[src/design/led_cmd_defs.svh]
// constants of the bus command decoder
`ifndef LED_CMD_DEFS_SVH
`define LED_CMD_DEFS_SVH
`define CMD_WRITE_CHANNEL_CONFIG 8'h00
`define CMD_WRITE_GAINS 8'h01
`define CMD_WRITE_CONFIG_AND_GAINS 8'h02
`define CMD_WRITE_PRESCALER_BIT 8'h03
`define CMD_READ_STATUS 8'h08
`define CMD_READ_FAULTS 8'h09
`define CMD_READ_EVERYTHING 8'h0a
`define CMD_READ_GAINS 8'h0b
`define CMD_EMULATE_ONETIME_SETTINGS 8'h20
`define CMD_PROGRAM_ONETIME_CELLS 8'h21
`define CMD_READ_ONETIME_CELLS 8'h28
`define CMD_DIRECT_REGISTER_ACCESS 8'h81
`define REG_CHAN_CFG1 8'h00
`define REG_CHAN_CFG2 8'h01
`define REG_GAIN_BASE 8'h02
`define REG_FAULT1 8'h0e
`define REG_FAULT2 8'h0f
`define REG_STATUS 8'h10
`define REG_ENABLE1 8'h11
`define REG_ENABLE2 8'h12
`define REG_READBACK 8'h13
`define REG_SA_BASE 8'h20
`define REG_SA_LAST 8'h23
`define GAIN_COUNT 8'h0c
`define SA_COUNT 8'h04
`define GROUP_COUNT 8'h05
`define DIRECT_LEN 8'hff
`define BUS_ADDR_HI 2'b01
`define PROTECT_BIT 7
`define PRESCALE_MASK 8'h80
`define FULL_MASK 8'hff
`endif

[src/design/led_cmd_pkg.sv]
// types and nibble codeword table of the bus command decoder
package led_cmd_pkg;
  typedef enum logic [2:0] {S_IDLE, S_RX, S_ACK, S_TX, S_MACK} link_state_t;

  function automatic logic [7:0] nib_encode(input logic [3:0] n);
    case (n)
      4'h0: nib_encode = 8'h00;
      4'h1: nib_encode = 8'h1e;
      4'h2: nib_encode = 8'h27;
      4'h3: nib_encode = 8'h39;
      4'h4: nib_encode = 8'h55;
      4'h5: nib_encode = 8'h4b;
      4'h6: nib_encode = 8'h72;
      4'h7: nib_encode = 8'h6c;
      4'h8: nib_encode = 8'h93;
      4'h9: nib_encode = 8'h8d;
      4'ha: nib_encode = 8'hb4;
      4'hb: nib_encode = 8'haa;
      4'hc: nib_encode = 8'hc6;
      4'hd: nib_encode = 8'hd8;
      4'he: nib_encode = 8'he1;
      default: nib_encode = 8'hff;
    endcase
  endfunction
endpackage

[src/design/led_bus_command_decoder.sv]
// bus command decoder: link bit engine, command layer, write buffer
// Operation
// - protected nibbles use fixed table codewords
// - protected bytes go high then low codeword
// - repeated address acked only when own
// - unknown command code is not acknowledged
// - channel config pair commits after second byte
// - missing second byte leaves first unchanged
// - gain bytes commit one by one
// - full write: config pair then gains
// - prescaler command writes fault bit seven
// - status command returns status register
// - fault command returns both fault registers
// - full read returns enables, status, faults, gains
// - gain read returns twelve gains
// - emulation writes standalone settings volatile
// - program command burns standalone settings
// - onetime read returns readback and settings
// - direct access reads or writes by address
// - protection follows setting byte bit seven
// - codeword check catches three flipped bits
`timescale 1ns/100ps
`include "led_cmd_defs.svh"
module led_bus_command_decoder
  import led_cmd_pkg::*;
#(
  parameter int DEPTH = 2,
  parameter int WIDTH = 25
) (
  input wire logic CORE_CLK,
  input wire logic RST_B,
  input wire logic SCL_IN,
  input wire logic SDA_IN,
  output logic SDA_OUT,
  output logic SDA_OE_B,
  input wire logic [7:0] SETTING_BYTE,
  output logic [7:0] RD_ADDR,
  input wire logic [7:0] RD_DATA,
  output logic WR_VALID,
  input wire logic WR_READY,
  output logic [7:0] WR_ADDR,
  output logic [7:0] WR_DATA,
  output logic [7:0] WR_MASK,
  output logic WR_BURN
);
  localparam int PW = (DEPTH > 1) ? $clog2(DEPTH) : 1;

  function automatic logic [7:0] seq_len(input logic [7:0] c);
    case (c)
      `CMD_WRITE_CHANNEL_CONFIG: seq_len = 8'h02;
      `CMD_WRITE_GAINS: seq_len = `GAIN_COUNT;
      `CMD_WRITE_CONFIG_AND_GAINS: seq_len = `GAIN_COUNT + 8'h02;
      `CMD_WRITE_PRESCALER_BIT: seq_len = 8'h01;
      `CMD_READ_STATUS: seq_len = 8'h01;
      `CMD_READ_FAULTS: seq_len = 8'h02;
      `CMD_READ_EVERYTHING: seq_len = `GAIN_COUNT + `GROUP_COUNT;
      `CMD_READ_GAINS: seq_len = `GAIN_COUNT;
      `CMD_EMULATE_ONETIME_SETTINGS: seq_len = `SA_COUNT;
      `CMD_PROGRAM_ONETIME_CELLS: seq_len = `SA_COUNT;
      `CMD_READ_ONETIME_CELLS: seq_len = `SA_COUNT + 8'h01;
      `CMD_DIRECT_REGISTER_ACCESS: seq_len = `DIRECT_LEN;
      default: seq_len = 8'h00;
    endcase
  endfunction

  function automatic logic [7:0] seq_addr(input logic [7:0] c,
                                          input logic [7:0] i,
                                          input logic [7:0] p);
    case (c)
      `CMD_WRITE_GAINS, `CMD_READ_GAINS: seq_addr = `REG_GAIN_BASE + i;
      `CMD_WRITE_PRESCALER_BIT: seq_addr = `REG_FAULT1;
      `CMD_READ_STATUS: seq_addr = `REG_STATUS;
      `CMD_READ_FAULTS: seq_addr = `REG_FAULT1 + i;
      `CMD_READ_EVERYTHING: begin
        case (i)
          8'h00: seq_addr = `REG_ENABLE1;
          8'h01: seq_addr = `REG_ENABLE2;
          8'h02: seq_addr = `REG_STATUS;
          8'h03: seq_addr = `REG_FAULT1;
          8'h04: seq_addr = `REG_FAULT2;
          default: seq_addr = `REG_GAIN_BASE + i - `GROUP_COUNT;
        endcase
      end
      `CMD_EMULATE_ONETIME_SETTINGS, `CMD_PROGRAM_ONETIME_CELLS:
        seq_addr = `REG_SA_BASE + i;
      `CMD_READ_ONETIME_CELLS: begin
        if (i == 8'h00) begin
          seq_addr = `REG_READBACK;
        end else begin
          seq_addr = `REG_SA_BASE + i - 8'h01;
        end
      end
      `CMD_DIRECT_REGISTER_ACCESS: seq_addr = p + i;
      default: seq_addr = `REG_CHAN_CFG1 + i;
    endcase
  endfunction

  function automatic logic in_range(input logic [7:0] a);
    in_range = (a <= `REG_STATUS) ||
               (a >= `REG_SA_BASE && a <= `REG_SA_LAST);
  endfunction

  logic [2:0] scl_q_r, scl_q_nxt, sda_q_r, sda_q_nxt;
  link_state_t st_r, st_nxt;
  logic [3:0] bit_r, bit_nxt, nib_r, nib_nxt, cw_nib;
  logic [7:0] sh_r, sh_nxt, cmd_r, cmd_nxt, widx_r, widx_nxt;
  logic [7:0] ridx_r, ridx_nxt, ptr_r, ptr_nxt, hold_r, hold_nxt;
  logic [7:0] pdat_r, pdat_nxt, rda_r, rda_nxt;
  logic [1:0] lpos_r, lpos_nxt;
  logic oe_b_r, oe_b_nxt, half_r, half_nxt, armed_r, armed_nxt;
  logic txm_r, txm_nxt, pend_r, pend_nxt, mack_r, mack_nxt;
  logic scl_rise, scl_fall, start_ev, stop_ev, dec, ok, push, pair;
  logic ham, cw_ok, is_dir, is_wr;
  logic [6:0] own;
  logic [7:0] lb, widx_w, wa, tx_byte, tx_load;
  logic [WIDTH-1:0] push_ent;
  logic [WIDTH-1:0] mem_r [DEPTH];
  logic [WIDTH-1:0] mem_nxt [DEPTH];
  logic [PW-1:0] wp_r, wp_nxt, rp_r, rp_nxt;
  logic [PW:0] cnt_r, cnt_nxt;
  logic fifo_rdy;

  // the second and third stages of each synchroniser feed logic
  assign scl_rise = scl_q_r[1] & ~scl_q_r[2];
  assign scl_fall = ~scl_q_r[1] & scl_q_r[2];
  assign start_ev = scl_q_r[1] & scl_q_r[2] & ~sda_q_r[1] & sda_q_r[2];
  assign stop_ev = scl_q_r[1] & scl_q_r[2] & sda_q_r[1] & ~sda_q_r[2];
  assign own = {`BUS_ADDR_HI, SETTING_BYTE[4:0]};
  assign ham = SETTING_BYTE[`PROTECT_BIT];
  assign dec = (st_r == S_RX) && scl_fall && (bit_r == 4'h8);
  assign is_dir = (cmd_r == `CMD_DIRECT_REGISTER_ACCESS);
  assign is_wr = (cmd_r < `CMD_READ_STATUS) || is_dir ||
                 (cmd_r == `CMD_EMULATE_ONETIME_SETTINGS) ||
                 (cmd_r == `CMD_PROGRAM_ONETIME_CELLS);
  assign pair = (cmd_r == `CMD_WRITE_CHANNEL_CONFIG) ||
                (cmd_r == `CMD_WRITE_CONFIG_AND_GAINS);
  assign widx_w = is_dir ? widx_r - 8'h01 : widx_r;
  assign wa = seq_addr(cmd_r, widx_w, ptr_r);
  assign tx_byte = (ridx_r < seq_len(cmd_r)) ? RD_DATA : 8'h00;
  assign tx_load = !ham ? tx_byte :
                   half_r ? nib_encode(tx_byte[3:0]) :
                   nib_encode(tx_byte[7:4]);
  assign fifo_rdy = (cnt_r < (PW + 1)'(DEPTH));
  assign SDA_OUT = 1'b0;
  assign SDA_OE_B = oe_b_r;
  assign RD_ADDR = rda_r;

  always_comb begin
    cw_ok = 1'b0;
    cw_nib = 4'h0;
    for (int i = 0; i < 16; i++) begin
      if (nib_encode(4'(i)) == sh_r) begin
        cw_ok = 1'b1;
        cw_nib = 4'(i);
      end
    end
  end

  assign lb = ham ? {nib_r, cw_nib} : sh_r;

  always_comb begin
    scl_q_nxt = {scl_q_r[1:0], SCL_IN};
    sda_q_nxt = {sda_q_r[1:0], SDA_IN};
    st_nxt = st_r;
    bit_nxt = bit_r;
    sh_nxt = sh_r;
    oe_b_nxt = oe_b_r;
    lpos_nxt = lpos_r;
    half_nxt = half_r;
    nib_nxt = nib_r;
    cmd_nxt = cmd_r;
    armed_nxt = armed_r;
    txm_nxt = txm_r;
    widx_nxt = widx_r;
    ridx_nxt = ridx_r;
    ptr_nxt = ptr_r;
    hold_nxt = hold_r;
    pend_nxt = 1'b0;
    pdat_nxt = pdat_r;
    mack_nxt = mack_r;
    rda_nxt = seq_addr(cmd_r, ridx_r, ptr_r);
    ok = 1'b0;
    push = pend_r;
    push_ent = {1'b0, `FULL_MASK, `REG_CHAN_CFG2, pdat_r};
    if (stop_ev) begin
      st_nxt = S_IDLE;
      oe_b_nxt = 1'b1;
      armed_nxt = 1'b0;
    end else if (start_ev) begin
      st_nxt = S_RX;
      bit_nxt = 4'h0;
      oe_b_nxt = 1'b1;
      lpos_nxt = 2'd0;
      half_nxt = 1'b0;
    end else begin
      case (st_r)
        S_RX: begin
          if (scl_rise) begin
            sh_nxt = {sh_r[6:0], sda_q_r[1]};
            bit_nxt = bit_r + 4'h1;
          end
          if (dec) begin
            txm_nxt = 1'b0;
            if (lpos_r == 2'd0) begin
              if (sh_r[7:1] == own && (!sh_r[0] || armed_r)) begin
                ok = 1'b1;
                txm_nxt = sh_r[0];
                lpos_nxt = 2'd1;
                ridx_nxt = 8'h00;
              end
            end else if (ham && !half_r) begin
              ok = cw_ok;
              nib_nxt = cw_nib;
              half_nxt = 1'b1;
            end else if (!ham || cw_ok) begin
              half_nxt = 1'b0;
              if (lpos_r == 2'd1) begin
                ok = (lb == {own, 1'b0});
                lpos_nxt = 2'd2;
              end else if (lpos_r == 2'd2) begin
                ok = (seq_len(lb) != 8'h00);
                cmd_nxt = lb;
                armed_nxt = ok;
                widx_nxt = 8'h00;
                lpos_nxt = 2'd3;
              end else if (!is_wr) begin
                ok = 1'b0;
              end else if (is_dir && widx_r == 8'h00) begin
                ok = in_range(lb);
                ptr_nxt = lb;
              end else if (widx_w >= seq_len(cmd_r)) begin
                ok = 1'b1;
              end else if (is_dir && !in_range(wa)) begin
                ok = 1'b0;
              end else if (pair && widx_r == 8'h00) begin
                ok = 1'b1;
                hold_nxt = lb;
              end else if (pair && widx_r == 8'h01) begin
                ok = (cnt_r == '0);
                push = ok;
                pend_nxt = ok;
                pdat_nxt = lb;
                push_ent = {1'b0, `FULL_MASK, `REG_CHAN_CFG1, hold_r};
              end else begin
                ok = fifo_rdy;
                push = ok;
                push_ent = {cmd_r == `CMD_PROGRAM_ONETIME_CELLS,
                            (cmd_r == `CMD_WRITE_PRESCALER_BIT) ?
                            `PRESCALE_MASK : `FULL_MASK, wa, lb};
              end
              if (ok && lpos_r == 2'd3 && widx_r != 8'hff) begin
                widx_nxt = widx_r + 8'h01;
              end
            end
            // nack leaves the link idle until start or stop
            st_nxt = ok ? S_ACK : S_IDLE;
            oe_b_nxt = !ok;
          end
        end
        S_ACK: begin
          if (scl_fall) begin
            bit_nxt = 4'h0;
            if (txm_r) begin
              st_nxt = S_TX;
              sh_nxt = tx_load;
              oe_b_nxt = tx_load[7];
            end else begin
              st_nxt = S_RX;
              oe_b_nxt = 1'b1;
            end
          end
        end
        S_TX: begin
          if (scl_fall) begin
            bit_nxt = bit_r + 4'h1;
            sh_nxt = {sh_r[6:0], 1'b0};
            oe_b_nxt = (bit_r == 4'h7) | sh_r[6];
            if (bit_r == 4'h7) begin
              st_nxt = S_MACK;
            end
          end
        end
        S_MACK: begin
          if (scl_rise) begin
            mack_nxt = sda_q_r[1];
            if (!sda_q_r[1]) begin
              half_nxt = ham && !half_r;
              if (!ham || half_r) begin
                ridx_nxt = ridx_r + 8'h01;
              end
            end
          end
          if (scl_fall) begin
            bit_nxt = 4'h0;
            st_nxt = mack_r ? S_IDLE : S_TX;
            sh_nxt = tx_load;
            oe_b_nxt = mack_r | tx_load[7];
          end
        end
        default: begin
          oe_b_nxt = 1'b1;
        end
      endcase
    end
  end

  // write buffer: a full buffer turns into a nack on the link
  always_comb begin
    mem_nxt = mem_r;
    wp_nxt = wp_r;
    rp_nxt = rp_r;
    cnt_nxt = cnt_r;
    if (push && fifo_rdy) begin
      mem_nxt[wp_r] = push_ent;
      wp_nxt = (wp_r == PW'(DEPTH - 1)) ? '0 : wp_r + PW'(1);
    end
    if (WR_VALID && WR_READY) begin
      rp_nxt = (rp_r == PW'(DEPTH - 1)) ? '0 : rp_r + PW'(1);
    end
    cnt_nxt = cnt_r + (PW + 1)'(push && fifo_rdy) -
              (PW + 1)'(WR_VALID && WR_READY);
  end

  assign WR_VALID = (cnt_r != '0);
  assign {WR_BURN, WR_MASK, WR_ADDR, WR_DATA} = mem_r[rp_r];

  always_ff @(posedge CORE_CLK or negedge RST_B) begin
    if (!RST_B) begin
      scl_q_r <= 3'h7;
      sda_q_r <= 3'h7;
      st_r <= S_IDLE;
      bit_r <= 4'h0;
      sh_r <= 8'h00;
      oe_b_r <= 1'b1;
      lpos_r <= 2'd0;
      half_r <= 1'b0;
      nib_r <= 4'h0;
      cmd_r <= 8'hff;
      armed_r <= 1'b0;
      txm_r <= 1'b0;
      widx_r <= 8'h00;
      ridx_r <= 8'h00;
      ptr_r <= 8'h00;
      hold_r <= 8'h00;
      pend_r <= 1'b0;
      pdat_r <= 8'h00;
      mack_r <= 1'b1;
      rda_r <= 8'h00;
      wp_r <= '0;
      rp_r <= '0;
      cnt_r <= '0;
      for (int i = 0; i < DEPTH; i++) begin
        mem_r[i] <= '0;
      end
    end else begin
      scl_q_r <= scl_q_nxt;
      sda_q_r <= sda_q_nxt;
      st_r <= st_nxt;
      bit_r <= bit_nxt;
      sh_r <= sh_nxt;
      oe_b_r <= oe_b_nxt;
      lpos_r <= lpos_nxt;
      half_r <= half_nxt;
      nib_r <= nib_nxt;
      cmd_r <= cmd_nxt;
      armed_r <= armed_nxt;
      txm_r <= txm_nxt;
      widx_r <= widx_nxt;
      ridx_r <= ridx_nxt;
      ptr_r <= ptr_nxt;
      hold_r <= hold_nxt;
      pend_r <= pend_nxt;
      pdat_r <= pdat_nxt;
      mack_r <= mack_nxt;
      rda_r <= rda_nxt;
      wp_r <= wp_nxt;
      rp_r <= rp_nxt;
      cnt_r <= cnt_nxt;
      mem_r <= mem_nxt;
    end
  end
endmodule

[config.mk]
export PLATFORM = sky130hd
export DESIGN_NAME = led_bus_command_decoder
export DESIGN_NICKNAME = d
export VERILOG_FILES = /design/src/design/led_cmd_pkg.sv /design/src/design/led_bus_command_decoder.sv
export VERILOG_INCLUDE_DIRS = /design/src /design/src/design
export SDC_FILE = /design/constraint.sdc
export NUM_CORES = 1
export LEC_CHECK = 0
export BUFFER_PORTS_ARGS = -buffer_cell sky130_fd_sc_hd__buf_4
export CORE_MARGIN = 2
export CORE_UTILIZATION = 60
export DETAILED_ROUTE_END_ITERATION = 7
export PLACE_DENSITY_LB_ADDON = 0.08
export REMOVE_ABC_BUFFERS = 1
export SETUP_SLACK_MARGIN = 0.5
export SKIP_LAST_GASP = 1
export SLEW_MARGIN = 20
export SYNTH_ARGS = -nofsm -noshare
export SYNTH_HDL_FRONTEND = slang
export SYNTH_SLANG_ARGS = --single-unit
[constraint.sdc]
create_clock -name CORE_CLK -period 10.2 [get_ports CORE_CLK]
set_input_delay 0.51 -clock CORE_CLK [delete_from_list [all_inputs] [get_ports CORE_CLK]]
set_output_delay 0.51 -clock CORE_CLK [all_outputs]
set_load 0.1 [all_outputs]
==> impl_metrics.xml, run 1 <==
<?xml version="1.0" encoding="UTF-8"?>
<metrics>
  <group name="outcome">
    <metric name="outcome" unit="">completed</metric>
  </group>
  <group name="critical_path">
    <metric name="timing.critical_path.arrival" unit="ps">7690</metric>
    <metric name="worst_r2r_path_depth" unit="">19</metric>
    <metric name="worstPathMaxFanout" unit="">19</metric>
    <metric name="reg2reg_from" unit="">cmd_r[0]</metric>
    <metric name="worst-endpoint-required" unit="ps">10510</metric>
    <metric name="crit_type" unit="">reg2reg</metric>
    <metric name="worst_setup_path_startpoint" unit="">cmd_r[0]</metric>
    <metric name="crit_path_start_kind" unit="">flop</metric>
    <metric name="crit_path_cell_trace" unit="">nand4bb_1, nor2_4, inv_1, o21a_1, inv_1, ha_1, and2_1, o2111ai_1, a211oi_1, a21oi_1, nand2b_1, a311oi_1, o21ai_0, nand4b_1, nand3_1, o211ai_1, mux2i_1, nand2b_1, mux2_2</metric>
    <metric name="cp_slowest_stage_delay" unit="ps">810</metric>
    <metric name="endpoint_kind" unit="">flop</metric>
    <metric name="reg2reg_setup_slack" unit="ps">2820</metric>
    <metric name="crit_path_end" unit="">mem_r[24]</metric>
    <metric name="timing.rr.end" unit="">mem_r[24]</metric>
    <metric name="timing.critical_path.slowest_stage_cell" unit="">nand2b_1</metric>
  </group>
  <group name="placed_design">
    <metric name="placement.io_buffers" unit="">53</metric>
    <metric name="place.gp.congestion" unit="">0.958</metric>
    <metric name="post-dp-hpwl" unit="mm">22.2</metric>
  </group>
  <group name="synth">
    <metric name="postSynthAreaPerCell" unit="um2">8.46</metric>
    <metric name="synth_mux_area_share" unit="%">8.70</metric>
    <metric name="synth_fa_ha_area_share" unit="%">7.51</metric>
    <metric name="synth_area_in_compound_gates" unit="%">21.8</metric>
    <metric name="synth_top_area_share" unit="%">25.8</metric>
    <metric name="netlist-cell-type-count" unit="">95</metric>
    <metric name="synthesis.instances" unit="">1319</metric>
    <metric name="synth-async-reset-ratio" unit="%">100</metric>
    <metric name="synth.ff_latch_count" unit="">131</metric>
    <metric name="synth_xor_xnor_area_share" unit="%">6.13</metric>
    <metric name="netlist_top_cells_area" unit="">dfrtp_1 (26%), ha_1 (7.1%), mux2_2 (5.4%)</metric>
    <metric name="synth_edf_count" unit="">0</metric>
    <metric name="synth-warning-count" unit="">0</metric>
    <metric name="syn_area" unit="mm2">0.0112</metric>
    <metric name="ys.flop_type" unit="">dfrtp_1</metric>
    <metric name="post_synthesis_cell_type_with_the_largest_combined_area" unit="">dfrtp_1</metric>
    <metric name="synth-simple-area-share" unit="%">21.2</metric>
    <metric name="synth_sequential_area_ratio" unit="%">29.6</metric>
    <metric name="combinational_family_with_the_most_area_after_synthesis" unit="">compound AO/OA/AOI/OAI gates</metric>
  </group>
  <group name="global_routing">
    <metric name="wire_length_of_the_first_global_routing_pass" unit="mm">50.1</metric>
    <metric name="number_of_antenna_violations_at_the_first_check_in_global_routing" unit="">0</metric>
    <metric name="globalRoute.totalOverflow" unit="">0</metric>
    <metric name="first_global_vias" unit="">9530</metric>
    <metric name="global_route.usage.total" unit="%">31.5</metric>
    <metric name="grt_max_degree" unit="">81</metric>
  </group>
  <group name="route">
    <metric name="drt_pass1_iterations" unit="">7</metric>
    <metric name="initialDrtViolationCount" unit="">1197</metric>
    <metric name="drc_violations_left" unit="">0</metric>
    <metric name="dr_total_vias" unit="">10236</metric>
    <metric name="detail_route.wirelength" unit="mm">30.7</metric>
    <metric name="postRouteAntennaNets" unit="">0</metric>
    <metric name="avgViaCountPerCell" unit="">6.59</metric>
    <metric name="wl_per_cell" unit="um">19.8</metric>
  </group>
  <group name="timing">
    <metric name="finalWorstPathRequiredPeriod" unit="ps">7380</metric>
    <metric name="tightestPinTransition" unit="ps">1060</metric>
    <metric name="max-slew-margin-rel" unit="%">29.2</metric>
    <metric name="min_period_over_period" unit="%">72.3</metric>
    <metric name="grt_setup_unrepaired" unit="">no</metric>
    <metric name="hold_viol" unit="">0</metric>
    <metric name="fin_worst_skew" unit="ps">12.6</metric>
    <metric name="finalSetupTns" unit="ps">0</metric>
    <metric name="fmaxAchievable" unit="MHz">136</metric>
    <metric name="setup_viol" unit="">0</metric>
    <metric name="slew_viol_final" unit="">0</metric>
  </group>
  <group name="clock_network">
    <metric name="cts-buffers-inserted" unit="">17</metric>
    <metric name="post-cts-setup-buffer-count" unit="">0</metric>
    <metric name="cts_tree" unit="">yes</metric>
    <metric name="hold_buffers" unit="">0</metric>
    <metric name="clk_path_buf_depth" unit="">2</metric>
    <metric name="worst_skew_pair.late_latency" unit="ps">430</metric>
    <metric name="worst_setup_hold_path_clk_slew" unit="ps">70</metric>
    <metric name="htreeDepth" unit="">4</metric>
    <metric name="clock_root_buffer" unit="">clkbuf_16</metric>
    <metric name="postCtsResizedCells" unit="">0</metric>
    <metric name="clock_sink_count" unit="">131</metric>
  </group>
  <group name="power_and_ir_drop">
    <metric name="power_density" unit="mW/mm2">123</metric>
    <metric name="leakage" unit="nW">5.45</metric>
    <metric name="ir_worst_vdd" unit="uV">123</metric>
    <metric name="totalPowerFinal" unit="W">0.00149</metric>
  </group>
  <group name="min_path">
    <metric name="hold_path.class" unit="">in2async</metric>
  </group>
  <group name="final_layout">
    <metric name="layout-drive-gt1-share" unit="%">15.3</metric>
    <metric name="antennaDiodeCount" unit="">0</metric>
    <metric name="synthToLayoutAreaGrowth" unit="%">8.48</metric>
    <metric name="final_common_cell" unit="">nand2_1</metric>
    <metric name="most_used_cells_in_the_layout_excluding_fill_and_tap_cells" unit="">nand2_1 (126), dfrtp_1 (115), o21ai_0 (104)</metric>
    <metric name="fillers" unit="">1529</metric>
    <metric name="finish.net_count" unit="">1397</metric>
    <metric name="register_area" unit="mm2">0.00330</metric>
    <metric name="multi_input_area" unit="mm2">0.00729</metric>
  </group>
  <group name="floorplanning">
    <metric name="die_height" unit="um">140</metric>
    <metric name="die_x" unit="um">140</metric>
    <metric name="num_io_pins" unit="">57</metric>
    <metric name="core.rowCount" unit="">49</metric>
    <metric name="core-area" unit="mm2">0.0181</metric>
    <metric name="initial_core_util" unit="%">61.7</metric>
    <metric name="die_area" unit="mm2">0.0197</metric>
  </group>
  <group name="run">
    <metric name="drv.max_cap_violation_count" unit="">0</metric>
  </group>
</metrics>
[state kept, by name, summed over array words and instances, names as in the netlist, 2 cells and up]
register,cells
mem_r,38
RD_ADDR,8
cmd_r,8
hold_r,8
pdat_r,8
ptr_r,8
ridx_r,8
sh_r,8
widx_r,8
bit_r,4
nib_r,4
scl_q_r,3
sda_q_r,3
st_r,3
cnt_r,2
lpos_r,2
[synth_stat cells, types with 12 or more instances]
| cell | count |
|---|---|
| a211oi_1 | 17 |
| a21o_1 | 22 |
| a21oi_1 | 84 |
| a31oi_1 | 13 |
| and3_1 | 12 |
| clkbuf_1 | 64 |
| dfrtp_1 | 115 |
| dfstp_2 | 16 |
| ha_1 | 63 |
| inv_1 | 42 |
| mux2_2 | 54 |
| mux2i_1 | 16 |
| nand2_1 | 126 |
| nand2b_1 | 24 |
| nand3_1 | 38 |
| nand4_1 | 17 |
| nor2_1 | 91 |
| nor2b_1 | 19 |
| nor3_1 | 33 |
| nor4_1 | 16 |
| o211ai_1 | 14 |
| o21ai_0 | 104 |
| o31ai_1 | 13 |
| or3_1 | 12 |
| xnor2_1 | 47 |
| xor2_1 | 21 |
[routing by layer]
metal | wire length, um | vias up | share of wire [%] | global-route usage [%]
met5 | 0 | - | 0 | 0
li1 | - | 4817 | - | -
met1 | 13500 | 4864 | 44 | 44.8
met4 | 809 | 0 | 2.6 | 11.0
met3 | 2410 | 69 | 7.8 | 4.96
met2 | 14000 | 486 | 46 | 48.9
[cell families (layout without fill, tap and decap cells)]
group	after synthesis	after routing
AND/OR/NAND/NOR	453	453
XOR/XNOR	72	72
other	1	1
multiplexers	86	86
adder cells (fa/ha/maj)	66	66
AO/OA/AOI/OAI	376	376
buffers and inverters	134	139
flip-flops	131	131
[how the worst min path moves through the flow]
stage / startpoint / end
after floorplan: RST_B / RD_ADDR[0]
after global placement: scl_q_r[0] / scl_q_r[1]
after detailed placement: scl_q_r[0] / scl_q_r[1]
after CTS: RST_B / RD_ADDR[2]
after global routing: RST_B / RD_ADDR[3]
final: RST_B / RD_ADDR[2]
[power breakdown]
group | leakage, nW | total, W | internal [W] | switching [W]
clock | 0.289 | 0.000619 | 0.000347 | 0.000272
combinational | 3.45 | 0.000241 | 0.0000964 | 0.000145
sequential | 1.71 | 0.000626 | 0.000550 | 0.0000759
total | 5.45 | 0.00149 | 0.000994 | 0.000492
[worst max-delay path, delay by kind of cell, from the launching register on]
family	cells	cell delay (ps)
AO/OA/AOI/OAI	7	2100
adder cells (fa/ha/maj)	1	240
flip-flops	1	700
multiplexers	2	730
buffers and inverters	2	550
AND/OR/NAND/NOR	7	2940
[per-stage QoR]
stage	hold WS [ps]	cell area (um2)	setup WS, ps	instances	utilization (%)
final	8.60	12100	2820	1553	66.9
after global routing	43.4	12100	2250	1553	66.9
after CTS	17.5	12100	3150	1553	66.9
after detailed placement	348	11500	3160	1521	63.7
after global placement	346	11500	3250	1521	63.7
after floorplan	214	10800	3790	1231	-
[final cells by class]
cell class / count / area share, %
Tap cell: 229 / 2.37
Multi-Input combinational cell: 1054 / 60.2
Inverter: 46 / 1.47
Clock buffer: 17 / 3.51
Timing Repair Buffer: 61 / 3.84
Sequential cell: 131 / 27.2
Clock inverter: 15 / 1.32
Note: power is estimated with default switching activity, not from simulation.
==> run 2, diff against run 1 <==
==> constraint.sdc (replaced) <==
create_clock -name CORE_CLK -period 7 [get_ports CORE_CLK]
set_input_delay 0.35 -clock CORE_CLK [delete_from_list [all_inputs] [get_ports CORE_CLK]]
set_output_delay 0.35 -clock CORE_CLK [all_outputs]
set_load 0.1 [all_outputs]
==> impl_metrics.xml, run 2 (same netlist as run 1, synthesis figures left out) <==
<?xml version="1.0" encoding="UTF-8"?>
<metrics>
  <group name="run">
    <metric name="drv.max_cap_violation_count" unit="">0</metric>
  </group>
  <group name="global_routing">
    <metric name="number_of_antenna_violations_at_the_first_check_in_global_routing" unit="">0</metric>
    <metric name="globalRoute.totalOverflow" unit="">0</metric>
    <metric name="global_route.usage.total" unit="%">31.8</metric>
    <metric name="wire_length_of_the_first_global_routing_pass" unit="mm">50.6</metric>
    <metric name="first_global_vias" unit="">9799</metric>
    <metric name="grt_max_degree" unit="">72</metric>
  </group>
  <group name="critical_path">
    <metric name="worstPathMaxFanout" unit="">16</metric>
    <metric name="worst-endpoint-required" unit="ps">7320</metric>
    <metric name="timing.critical_path.arrival" unit="ps">6540</metric>
    <metric name="reg2reg_setup_slack" unit="ps">780</metric>
    <metric name="endpoint_kind" unit="">flop</metric>
    <metric name="crit_type" unit="">reg2reg</metric>
    <metric name="crit_path_start_kind" unit="">flop</metric>
  </group>
  <group name="clock_network">
    <metric name="clk_path_buf_depth" unit="">2</metric>
    <metric name="cts_tree" unit="">yes</metric>
    <metric name="clock_root_buffer" unit="">clkbuf_16</metric>
    <metric name="worst_skew_pair.late_latency" unit="ps">440</metric>
    <metric name="clock_sink_count" unit="">131</metric>
    <metric name="postCtsResizedCells" unit="">0</metric>
    <metric name="worst_setup_hold_path_clk_slew" unit="ps">70</metric>
    <metric name="cts-buffers-inserted" unit="">17</metric>
    <metric name="htreeDepth" unit="">4</metric>
  </group>
  <group name="final_layout">
    <metric name="layout-drive-gt1-share" unit="%">16.0</metric>
    <metric name="antennaDiodeCount" unit="">0</metric>
    <metric name="finish.net_count" unit="">1410</metric>
    <metric name="most_used_cells_in_the_layout_excluding_fill_and_tap_cells" unit="">nand2_1 (126), dfrtp_1 (115), o21ai_0 (104)</metric>
    <metric name="largest_register_ffs" unit="">38</metric>
    <metric name="final_common_cell" unit="">nand2_1</metric>
    <metric name="register_containing_the_most_flip_flops_in_the_final_layout" unit="">mem_r</metric>
    <metric name="final_cell_count_no_fill" unit="">1566</metric>
    <metric name="fillers" unit="">1496</metric>
    <metric name="synthToLayoutAreaGrowth" unit="%">9.59</metric>
  </group>
  <group name="power_and_ir_drop">
    <metric name="leakage" unit="nW">5.52</metric>
    <metric name="totalPowerFinal" unit="W">0.00217</metric>
    <metric name="power_density" unit="mW/mm2">178</metric>
    <metric name="ir_worst_vdd" unit="uV">197</metric>
  </group>
  <group name="timing">
    <metric name="finalSetupTns" unit="ps">0</metric>
    <metric name="tightestPinTransition" unit="ps">1080</metric>
    <metric name="finalWorstPathRequiredPeriod" unit="ps">6220</metric>
    <metric name="fmaxAchievable" unit="MHz">161</metric>
    <metric name="max-slew-margin-rel" unit="%">27.1</metric>
    <metric name="fin_worst_skew" unit="ps">13.4</metric>
    <metric name="slew_viol_final" unit="">0</metric>
    <metric name="finalHoldWorstSlack" unit="ps">16.7</metric>
    <metric name="post-route-worst-setup-slack" unit="ps">782</metric>
    <metric name="min_period_over_period" unit="%">88.8</metric>
    <metric name="setup_viol" unit="">0</metric>
    <metric name="grt_setup_unrepaired" unit="">no</metric>
    <metric name="hold_viol" unit="">0</metric>
  </group>
  <group name="route">
    <metric name="drt_pass1_iterations" unit="">6</metric>
    <metric name="dr_total_vias" unit="">10253</metric>
    <metric name="detail_route.wirelength" unit="mm">30.8</metric>
    <metric name="postRouteAntennaNets" unit="">0</metric>
    <metric name="initialDrtViolationCount" unit="">1221</metric>
    <metric name="drc_violations_left" unit="">0</metric>
    <metric name="wl_per_cell" unit="um">19.6</metric>
    <metric name="avgViaCountPerCell" unit="">6.55</metric>
  </group>
  <group name="min_path">
    <metric name="hold_path.class" unit="">in2reg</metric>
  </group>
  <group name="floorplanning">
    <metric name="num_io_pins" unit="">57</metric>
    <metric name="die_x" unit="um">140</metric>
    <metric name="die_area" unit="mm2">0.0197</metric>
    <metric name="initial_core_util" unit="%">61.7</metric>
    <metric name="core.rowCount" unit="">49</metric>
    <metric name="die_height" unit="um">140</metric>
    <metric name="core-area" unit="mm2">0.0181</metric>
  </group>
  <group name="placed_design">
    <metric name="post-dp-hpwl" unit="mm">22.4</metric>
    <metric name="place_worst_setup_slack" unit="ps">1000</metric>
    <metric name="placedCellCount" unit="">1533</metric>
    <metric name="place.gp.congestion" unit="">0.981</metric>
    <metric name="placement.io_buffers" unit="">53</metric>
  </group>
  <group name="outcome">
    <metric name="outcome" unit="">completed</metric>
  </group>
</metrics>
[run 2: cell types whose count changed in the layout (fill, tap and decap cells not counted), sizes merged]
| cell | before | now |
|---|---|---|
| buf | 61 | 73 |
| clkinv | 5 | 9 |
| inv | 54 | 51 |
| bufinv | 1 | 0 |
| dlygate4sd3 | 0 | 1 |
[run 2: per-stage QoR]
step	area, um2	util [%]
global placement	11600	64.2
detailed placement	11600	64.2
finish	12200	67.6
floorplan	10800	-
CTS	12200	67.6
global route	12200	67.6
[run 2: path summary, 6_finish.rpt]
kind                                   end        from  depth (start not counted)
worst max-delay path             pdat_r[5]   widx_r[0]                         20
worst min-delay path            sda_q_r[0]      SDA_IN                          1
min in group asynchronous        mem_r[13]       RST_B                          2
worst max register to register   pdat_r[5]   widx_r[0]                         20
max in group asynchronous         mem_r[8]       RST_B                          3
worst min register to register  scl_q_r[1]  scl_q_r[0]                          0
[run 2: critical path: stages, from the launching register on]
cell      delay [ps]
dfrtp_1          370
buf_4            200
inv_1            120
ha_1             370
nor3b_2          440
nand4_1          160
xor2_1           510
clkinv_1         190
ha_1             360
nor2b_1          190
and4_1           210
o22ai_1          130
xnor2_1           80
a221oi_1         400
o211ai_1         220
o32a_1           410
a21boi_2         240
o21a_2           210
nand2b_1          70
or4b_1           800
mux2_4           390
[run 2: layer usage]
metal / vias up / track usage [%] / part of all wire, %
li1: 4841 / - / -
met1: 4894 / 44.0 / 44
met2: 442 / 51.0 / 46
met3: 76 / 5.13 / 7.4
met4: 0 / 11.0 / 2.7
met5: - / 0 / 0
[run 2: final cells by class]
type                       instances  area (um2)  area share [%]
clock buffer                      17         425            3.48
clock inverter                    15         188            1.53
inverter                          46         178            1.45
multi-input combinational       1054        7290            59.6
sequential                       131        3300            27.0
tap                              229         287            2.34
timing repair buffer              74         562            4.59
[run 2: timing repair]
action,in CTS,in global routing
setup buffers,0,0
hold buffers,1,0
hold endpoints to repair,44,0
[run 2: report_power, final]
| part | internal [W] | total, W | switching [W] |
|---|---|---|---|
| clock network | 0.000485 | 0.000910 | 0.000425 |
| registers | 0.000801 | 0.000912 | 0.000111 |
| logic | 0.000141 | 0.000352 | 0.000211 |
| total | 0.00143 | 0.00217 | 0.000747 |
